## config.mk

```make
export PLATFORM = sky130hd
export DESIGN_NAME = avc_regs
export DESIGN_NICKNAME = d
export VERILOG_FILES = /design/src/avc_pkg.sv /design/src/avc_regs.sv
export SDC_FILE = /design/constraint.sdc
export NUM_CORES = 1
export LEC_CHECK = 0
export BUFFER_PORTS_ARGS = -buffer_cell sky130_fd_sc_hd__buf_2
export CELL_PAD_IN_SITES_DETAIL_PLACEMENT = 1
export CELL_PAD_IN_SITES_GLOBAL_PLACEMENT = 1
export CORE_MARGIN = 1
export CORE_UTILIZATION = 48
export DETAILED_ROUTE_END_ITERATION = 7
export PLACE_DENSITY_LB_ADDON = 0.05
export SYNTH_ARGS = -nofsm -noshare
export SYNTH_HDL_FRONTEND = slang
export SYNTH_SLANG_ARGS = --single-unit
```

## constraint.sdc

```tcl
create_clock -name clk_i -period 5.55 [get_ports clk_i]
set_clock_uncertainty 0.1 [all_clocks]
set_input_delay 0.2775 -clock clk_i [delete_from_list [all_inputs] [get_ports clk_i]]
set_output_delay 0.2775 -clock clk_i [all_outputs]
set_load 0.005 [all_outputs]
```

## src/avc_pkg.sv

```systemverilog
// avc_pkg: constants, reset values and carrier types for the volume control block.
// assumes a 32-bit classic Wishbone register bus and a 40 MHz system clock.
package avc_pkg;

	////////////////////////////////////////////////////////////////////////////
	// register map: word index, byte address is four times the index
	localparam logic [5:0] AVC_IDX_ADC = 6'h01;
	localparam logic [5:0] AVC_IDX_DAC = 6'h02;
	localparam logic [5:0] AVC_IDX_BYP = 6'h03;
	localparam logic [5:0] AVC_IDX_RAMP = 6'h04;

	////////////////////////////////////////////////////////////////////////////
	// field layout inside each 16-bit register
	localparam int AVC_REG_W = 16;
	localparam int AVC_CODE_W = 7;
	localparam int AVC_HI_MUTE = 15;
	localparam int AVC_HI_LSB = 8;
	localparam int AVC_LO_MUTE = 7;
	localparam int AVC_LO_LSB = 0;
	localparam int AVC_RAMP_DONE_BIT = 0;
	localparam int AVC_RAMP_RATE_BIT = 1;

	////////////////////////////////////////////////////////////////////////////
	// reset values and writable masks
	localparam logic [15:0] AVC_RST_ADC = 16'hD700;
	localparam logic [15:0] AVC_RST_DAC = 16'hFFFF;
	localparam logic [15:0] AVC_RST_BYP = 16'hE7E7;
	localparam logic [15:0] AVC_RST_RAMP = 16'h0000;
	localparam logic [15:0] AVC_WMASK_ADC = 16'hFF00;
	localparam logic [15:0] AVC_WMASK_GAIN = 16'hFFFF;
	localparam logic [15:0] AVC_WMASK_RAMP = 16'h0002;

	////////////////////////////////////////////////////////////////////////////
	// lowest gain code of each stage, the point at which muting engages
	localparam logic [6:0] AVC_ADC_FLOOR = 7'h07;
	localparam logic [6:0] AVC_DAC_FLOOR = 7'h00;
	localparam logic [6:0] AVC_BYP_FLOOR = 7'h20;

	////////////////////////////////////////////////////////////////////////////
	// channel order on the gain output vector
	localparam int AVC_CH = 5;
	localparam int AVC_CH_ADC = 0;
	localparam int AVC_CH_DAC_L = 1;
	localparam int AVC_CH_DAC_R = 2;
	localparam int AVC_CH_BYP_L = 3;
	localparam int AVC_CH_BYP_R = 4;

	////////////////////////////////////////////////////////////////////////////
	// soft-step timing
	localparam int AVC_CLK_PERIOD_PS = 25000;
	localparam int AVC_STEP_NORMAL_US = 20;
	localparam int AVC_STEP_HALF_US = 40;
	localparam int AVC_STEP_NORMAL_CYC = AVC_STEP_NORMAL_US * 1000000 / AVC_CLK_PERIOD_PS;
	localparam int AVC_STEP_HALF_CYC = AVC_STEP_HALF_US * 1000000 / AVC_CLK_PERIOD_PS;
	localparam int AVC_CNT_W = 12;

	typedef struct packed {
		logic [6:0] gain;
		logic muted;
	} avc_chan_t;

endpackage : avc_pkg

```

## src/avc_regs.sv

```systemverilog
// avc_regs: gain/mute register bank with soft-stepped applied gains.
// assumes a classic Wishbone master on clk_i and a synchronous active-high reset.
//
// Overview of operation
// - ADC input gain is a 7-bit code spanning -40 to +20 dB, half-dB steps.
// - ADC code 7Fh is +20 dB, 57h is 0 dB, 07h is -40 dB.
// - ADC codes below 07h mute the input with the same soft-stepped mute.
// - ADC mute bit ramps gain to floor then mutes; stored code kept for unmute.
// - Reset leaves ADC muted with gain code 57h.
// - ADC gain changes are always reached by gradual stepping.
// - Left and right DAC 7-bit gains, bits 14:8 and 6:0, -63.5 to 0 dB.
// - DAC code 7Fh is 0 dB, 00h is -63.5 dB, half dB per code.
// - Left DAC mute ramps gain down then sends zero samples; code kept.
// - Right DAC mute ramps gain down then sends zero samples; code kept.
// - Reset leaves both DAC channels muted with code 7Fh.
// - Left and right bypass 7-bit gains, bits 14:8 and 6:0, -35.5 to +12 dB.
// - Bypass code 7Fh is +12 dB, 67h is 0 dB, 20h is -35.5 dB; reset 67h.
// - Bypass codes below 20h mute that bypass channel.
// - Left bypass mute ramps gain to floor then mutes; clearing reverses it.
// - Right bypass mute ramps gain to floor then mutes; clearing reverses it.
// - Reset leaves both bypass paths muted.
// - Read-only done flag is 1 when all stepping finished; resets to 1.
// - One step every 20 us normally, every 40 us at half rate.
//
// The Wishbone slave port was decided locally.
`timescale 1ns/1ps
module avc_regs
	import avc_pkg::*;
#(
	parameter int STEP_NORMAL_CYC = AVC_STEP_NORMAL_CYC,
	parameter int STEP_HALF_CYC = AVC_STEP_HALF_CYC
) (
	input wire logic clk_i, // system clock, 40 MHz
	input wire logic rst_i, // synchronous reset, active high
	input wire logic ce_i, // clock enable, freezes all state when low
	input wire logic wb_cyc_i, // wishbone cycle
	input wire logic wb_stb_i, // wishbone strobe
	input wire logic wb_we_i, // wishbone write enable
	input wire logic [7:0] wb_adr_i, // wishbone byte address
	input wire logic [3:0] wb_sel_i, // wishbone byte selects
	input wire logic [31:0] wb_dat_i, // wishbone write data
	output logic [31:0] wb_dat_o, // wishbone read data
	output logic wb_ack_o, // wishbone acknowledge
	output avc_chan_t [AVC_CH-1:0] chan_o, // applied gain and mute per stage
	output logic ramp_done_o // all stepping finished
);

	////////////////////////////////////////////////////////////////////////////
	// bus decode

	logic [15:0] adc_r;
	logic [15:0] dac_r;
	logic [15:0] byp_r;
	logic [15:0] ramp_r;
	logic ack_r;
	logic [31:0] rdat_r;
	logic ramp_done_r;
	logic req;
	logic wr_go;
	logic [5:0] idx;
	logic mapped;
	logic [15:0] rd_nxt;

	assign req = wb_cyc_i & wb_stb_i;
	assign idx = wb_adr_i[7:2];
	assign wr_go = req & wb_we_i & ack_r;
	assign mapped = (idx == AVC_IDX_ADC) || (idx == AVC_IDX_DAC) ||
		(idx == AVC_IDX_BYP) || (idx == AVC_IDX_RAMP);

	function automatic logic [15:0] wmerge(input logic [15:0] old, input logic [31:0] dat,
		input logic [3:0] sel, input logic [15:0] wmask);
		logic [15:0] m;
		m = {{8{sel[1]}}, {8{sel[0]}}} & wmask;
		return (old & ~m) | (dat[15:0] & m);
	endfunction : wmerge

	always_comb begin
		case (idx)
			AVC_IDX_ADC: rd_nxt = adc_r & AVC_WMASK_ADC;
			AVC_IDX_DAC: rd_nxt = dac_r;
			AVC_IDX_BYP: rd_nxt = byp_r;
			AVC_IDX_RAMP: begin
				rd_nxt = ramp_r & AVC_WMASK_RAMP;
				rd_nxt[AVC_RAMP_DONE_BIT] = ramp_done_r;
			end
			default: rd_nxt = 16'h0000;
		endcase
	end

	// ack one cycle after the request, dropped in the following cycle
	always_ff @(posedge clk_i) begin
		if (rst_i) begin
			ack_r <= 1'b0;
		end else if (ce_i) begin
			ack_r <= req & ~ack_r;
		end
	end

	always_ff @(posedge clk_i) begin
		if (rst_i) begin
			rdat_r <= 32'h0000_0000;
		end else if (ce_i && req && !ack_r) begin
			rdat_r <= {16'h0000, rd_nxt};
		end
	end

	// masked by the enable: a frozen edge must never complete a transfer
	assign wb_ack_o = ack_r & ce_i;
	assign wb_dat_o = rdat_r;

	////////////////////////////////////////////////////////////////////////////
	// registers, written at the acknowledging edge

	always_ff @(posedge clk_i) begin
		if (rst_i) begin
			adc_r <= AVC_RST_ADC;
			dac_r <= AVC_RST_DAC;
			byp_r <= AVC_RST_BYP;
			ramp_r <= AVC_RST_RAMP;
		end else if (ce_i && wr_go && mapped) begin
			case (idx)
				AVC_IDX_ADC: adc_r <= wmerge(adc_r, wb_dat_i, wb_sel_i, AVC_WMASK_ADC);
				AVC_IDX_DAC: dac_r <= wmerge(dac_r, wb_dat_i, wb_sel_i, AVC_WMASK_GAIN);
				AVC_IDX_BYP: byp_r <= wmerge(byp_r, wb_dat_i, wb_sel_i, AVC_WMASK_GAIN);
				AVC_IDX_RAMP: ramp_r <= wmerge(ramp_r, wb_dat_i, wb_sel_i, AVC_WMASK_RAMP);
				default: ramp_r <= ramp_r;
			endcase
		end
	end

	////////////////////////////////////////////////////////////////////////////
	// step timer

	logic [AVC_CNT_W-1:0] cnt_r;
	logic [AVC_CNT_W-1:0] cnt_lim;
	logic tick;

	assign cnt_lim = ramp_r[AVC_RAMP_RATE_BIT] ? AVC_CNT_W'(STEP_HALF_CYC - 1) :
		AVC_CNT_W'(STEP_NORMAL_CYC - 1);
	assign tick = ce_i && (cnt_r >= cnt_lim);

	always_ff @(posedge clk_i) begin
		if (rst_i) begin
			cnt_r <= '0;
		end else if (ce_i) begin
			cnt_r <= (cnt_r >= cnt_lim) ? '0 : cnt_r + 1'b1;
		end
	end

	////////////////////////////////////////////////////////////////////////////
	// per-stage soft stepping

	logic [AVC_CH-1:0] mute_req;
	logic [6:0] code [AVC_CH];
	logic [6:0] gain_r [AVC_CH];
	logic [6:0] tgt [AVC_CH];
	logic [6:0] floor_c [AVC_CH];
	logic [AVC_CH-1:0] mute_eff;
	logic [AVC_CH-1:0] settled;

	assign mute_req[AVC_CH_ADC] = adc_r[AVC_HI_MUTE];
	assign code[AVC_CH_ADC] = adc_r[AVC_HI_LSB +: AVC_CODE_W];
	assign mute_req[AVC_CH_DAC_L] = dac_r[AVC_HI_MUTE];
	assign code[AVC_CH_DAC_L] = dac_r[AVC_HI_LSB +: AVC_CODE_W];
	assign mute_req[AVC_CH_DAC_R] = dac_r[AVC_LO_MUTE];
	assign code[AVC_CH_DAC_R] = dac_r[AVC_LO_LSB +: AVC_CODE_W];
	assign mute_req[AVC_CH_BYP_L] = byp_r[AVC_HI_MUTE];
	assign code[AVC_CH_BYP_L] = byp_r[AVC_HI_LSB +: AVC_CODE_W];
	assign mute_req[AVC_CH_BYP_R] = byp_r[AVC_LO_MUTE];
	assign code[AVC_CH_BYP_R] = byp_r[AVC_LO_LSB +: AVC_CODE_W];

	genvar g;
	generate
		for (g = 0; g < AVC_CH; g++) begin : g_ch
			localparam logic [6:0] FLOOR = (g == AVC_CH_ADC) ? AVC_ADC_FLOOR :
				(g <= AVC_CH_DAC_R) ? AVC_DAC_FLOOR : AVC_BYP_FLOOR;

			assign floor_c[g] = FLOOR;
			// codes below the floor behave as a mute request
			assign mute_eff[g] = mute_req[g] | (code[g] < FLOOR);
			// muting ramps to the floor, the stored code stays untouched
			assign tgt[g] = mute_eff[g] ? FLOOR : code[g];
			assign settled[g] = (gain_r[g] == tgt[g]);

			always_ff @(posedge clk_i) begin
				if (rst_i) begin
					gain_r[g] <= FLOOR;
				end else if (tick && !settled[g]) begin
					// one code per step, never overshooting the target
					gain_r[g] <= (gain_r[g] < tgt[g]) ? gain_r[g] + 7'h01 :
						gain_r[g] - 7'h01;
				end
			end

			always_ff @(posedge clk_i) begin
				if (rst_i) begin
					chan_o[g] <= '{gain: FLOOR, muted: 1'b1};
				end else if (ce_i) begin
					chan_o[g].gain <= gain_r[g];
					// mute only once the floor is reached
					chan_o[g].muted <= mute_eff[g] && (gain_r[g] == FLOOR);
				end
			end
		end
	endgenerate

	always_ff @(posedge clk_i) begin
		if (rst_i) begin
			ramp_done_r <= 1'b1;
		end else if (ce_i) begin
			ramp_done_r <= &settled;
		end
	end

	assign ramp_done_o = ramp_done_r;
endmodule : avc_regs

```

Word-level counts from Yosys, hierarchy flattened
Memory sizes are Yosys's and may differ from the RTL's.
Cells that the tools add are included.
Word-level totals
  input bits: 50
  word-level logic and storage cells: 149
  memories kept: 1
  flip-flop bits (word level): 134
  output and inout bits: 74
  memory bits (writable): 35
Operators by class
  magnitude comparators: 11
  add/subtract/negate cells: 11
  bitwise logic cells: 30
  reductions and logical operators: 31
  multiplexer cells: 35
  equality and inequality tests: 12
Memories
  gain_r: words 5, width 7, rd ports 5, clocked after Yosys merged registers in 0, wr ports 5, RTL line avc_regs.sv:155  | logic [6:0] gain_r [AVC_CH];
Operator list (number)
  7-bit two-way mux: 15
  16-bit AND: 6
  16-bit bitwise OR: 4
  16-bit one-hot mux with 4 select lines: 1
  7-bit by 1-bit adder with 7-bit output, second input constant: 5
  7-bit equality test: 5
  7-bit less-than comparator: 5
  7-bit by 1-bit subtractor with 7-bit output, second input constant: 5
  16-bit inverter: 2
  1-bit two-way mux: 17
  16-bit by 2-bit AND with 16-bit output: 1
  2-bit inverter with 16-bit output: 1
  1-bit logical AND: 15
  7-bit by 6-bit equality test with 1-bit output, second input constant: 2
  7-bit zero test: 2
  7-bit by 1-bit less-than comparator with 1-bit output, second input constant: 2
  7-bit by 6-bit less-than comparator with 1-bit output, second input constant: 2
  12-bit by 1-bit adder with 12-bit output, second input constant: 1
  6-bit by 2-bit equality test with 1-bit output, second input constant: 2
  12-bit by 11-bit >= comparator with 1-bit output: 1
  12-bit two-way mux: 1
  11-bit two-way mux: 1
  1-bit bitwise OR: 10
  2-bit AND reduction: 4
  other kinds (9): 20

Longest topological paths before layout
  word-level depth: 10
  gate-level depth with buffers: 13
  gate-level depth less buffers: 13

Worst setup path before layout
No wires, ideal clock.
  path type: reg-to-reg
  start: reg with a tool-made name
  end: mem gain_r[0][6], data pin
  path buffers: 0
  required time: 5190 ps
  setup time: 260 ps
  data arrival time: 3262 ps
  clock period less this slack: 3622 ps
  setup slack: 1928 ps
  cell stages (with the launch flop): 14
  path through: dfxtp_1 > nor4_1 > nor3_1 > ha_1 > nor2b_1 > o21ai_0 > a21oi_1 > or2_2 > ha_1 > a211oi_1 > or4b_2 > o311ai_0 > o21ai_0 > nor3b_1
RTL lines (RTL line)
  to (decl): avc_regs.sv:155

==> reports/qor.yml <==
timing.hold.worst_path_depth: 2
power.density_nw_per_um2: 302.3
drt-initial-drc-count: 219
totalNegativeSetupSlack_ps: 0
detail_route.first_pass.iterations: 4
internal_power_mw: 2.194
boundaryPins: 124
syn-instance-count: 876
fmax_mhz: 232.5
number_of_clock_sinks: 146
remaining_drc_errors: 0
core.rowCount: 47
num_vias: 6915
tritoncts: "built"
clk_latency_ps: 420
first_pass_grt_wire_length_mm: 37.69
cell_area_after_technology_mapping_sq_um: 8220
crit_fanout: 6
groute.usage.overall_pct: 27.12
maximum_ir_drop_on_the_vdd_rail_mv: 0.2200
synth.lib_cells_used.distinct: 64
worst_setup_path_end_kind: "register"
dp_worst_setup_slack_ps: 1393
period_share_pct: 77.49
detail_route.vias_per_cell: 5.816
clock_tree.root_cell: "clkbuf_16"
path_clk_slew_ps: 60
power.combinational.fraction_pct: 11.7
cts.path.max_buffers: 2
power_mw: 2.867
via_count_of_the_first_global_routing_pass: 7445
rsz0062_at_grt: "false"
cts.repair.resized: 0
rr_worst_depth: 13
tightestPinTransition_ps: 1014
max_cap_viols: 0
die_w_microns: 132.9
ant_nets: 0
final_area_sq_um: 9484
syn-mean-instance-area_sq_um: 9.384
dominantRegCellSynth: "dfxtp_1"
post_drt_wl_per_cell_microns: 19.37
worstPathRequired_ps: 5630
cts_htree_levels: 4
fraction_of_final_layout_cells_with_drive_strength_greater_than_1_pct: 13.55
number_of_synthesized_flops_with_an_enable_pin: 35
fin_ws_ps: 1249
cellLeakagePower_nw: 3.816
synth.yosys.warnings: 0
maximum_number_of_pins_on_one_net_before_global_route_repair: 64
num-nets-final: 1073
cell_area_placed_sq_um: 8726
die-area_sq_um: 17650
slew-limit-headroom_pct: 32.17
core_region_area_sq_um: 16640
switching_power_share_of_the_total_pct: 23.48
switching_power_mw: 0.6730
pwr-share-seq_pct: 40.5
numCtsBuffers: 17
status: "completed"
antenna_violations_before_repair: 1
dpl.hpwl_mm: 16.74
initial_utilization_pct: 49.39
wirelength_mm: 23.04
ys_async_sr_fraction_pct: 0
start_kind: "register"
synthToLayoutAreaGrowth_pct: 15.37
gpl.final_weighted_congestion: 0.8590
synth-seq-cells: 146
clock_power_share_pct: 47.8
final-max-slew-violation-count: 0
critPathArrivalTime_ps: 4380
worstSetupPathType: "register to register"
yosysSeqAreaShare_pct: 39.82
buffer_ports.inserted: 87
die_height_microns: 132.9
gr-total-overflow: 0
fin_hold_ws_ps: 8.075
finalHoldViolations: 0
min_path_type: "input port to register"
final_period_minus_worst_setup_slack_ps: 4301
finalSetupViolations: 0
==> worst paths after layout <==
check                                            start                    endpoint  slack (ps)
worst max-delay path                          register  gain_r[0][6]$_SDFFCE_PN0P_        1250
worst min-delay path                       wb_dat_i[0]                    register           8
worst max register to register                register  gain_r[0][6]$_SDFFCE_PN0P_        1250
worst min register to register  chan_o[8]$_SDFFE_PP1P_      chan_o[8]$_SDFFE_PP1P_         370
==> cell type report <==
type / count / area, sq um
timing repair buffer: 95 / 513.0
inverter: 27 / 101.3
clock inverter: 14 / 264.0
multi-input combinational: 667 / 4623
clock buffer: 18 / 429.2
antenna: 2 / 5.005
tap: 220 / 275.3
sequential: 146 / 3273
fill: 1921 / 7158
==> placed cells by master, fill, tap and decap left out, types with 34 or more instances in the layout <==
cell type	count
mux2i_1	36
ha_1	64
nand2_1	43
buf_2	86
nor2_1	111
a21oi_1	34
nor2b_1	36
edfxtp_1	35
dfxtp_1	111
o21ai_0	36
==> critical path, cell delays in order (launching register included) <==
cell	delay [ps]
dfxtp_1	340
nor4_1	620
nor3_1	110
ha_1	320
nor2b_1	130
o21ai_0	150
a21oi_1	130
or2_2	390
fa_1	440
a211oi_1	340
nor2_1	120
o311ai_0	520
o21ai_0	160
nor3b_1	170
==> synth_stat cells, types with 26 or more instances <==
cell,instances,share of area (%)
dfxtp_1,111,27
nor2_1,111,5.1
ha_1,64,9.7
nand2_1,43,2.0
mux2i_1,36,4.4
nor2b_1,36,2.7
o21ai_0,36,2.2
edfxtp_1,35,13
a21oi_1,34,2.1
a211o_1,32,3.4
nand2b_1,29,2.2
inv_1,26,1.2
==> power groups by stage <==
stage          sequential, mW  combinational [mW]  clock [mW]
2_1_floorplan            1.17               0.235           0
3_3_place_gp             1.18               0.301           0
3_5_place_dp             1.18               0.327           0
4_1_cts                  1.16               0.336        1.38
5_1_grt                  1.17               0.373        1.43
6_report                 1.16               0.336        1.37
==> per-layer routing <==
layer	wire length, microns	global-route usage (%)
met1	9845	31.68
met2	11850	48.66
met3	906	5.632
met4	437	9.898
met5	0	0
==> timing repair <==
action                                 in CTS  in global routing
endpoints found under the hold margin       9                  0
setup buffers                               0                  0
hold buffers                                6                  0
==> stage by stage <==
step / utilization, % / cells
6_report: 56.99 / 1189
5_1_grt: 56.99 / 1189
4_1_cts: 56.96 / 1187
3_5_place_dp: 52.43 / 1149
3_3_place_gp: 52.43 / 1149
2_1_floorplan: - / 891
==> cell families (layout without fill, tap and decap cells) <==
group / Yosys count / in the layout / share of synthesized area [%]
AO/OA/AOI/OAI: 184 / 184 / 15.51
XOR/XNOR: 19 / 19 / 2.390
adder cells (fa/ha/maj): 69 / 69 / 10.96
buffers and inverters: 78 / 154 / 4.627
flip-flops: 146 / 146 / 39.82
multiplexers: 36 / 36 / 4.384
other: 1 / 18 / 0.04562
AND/OR/NAND/NOR: 343 / 343 / 22.27
(Power assumes the default switching activity.)
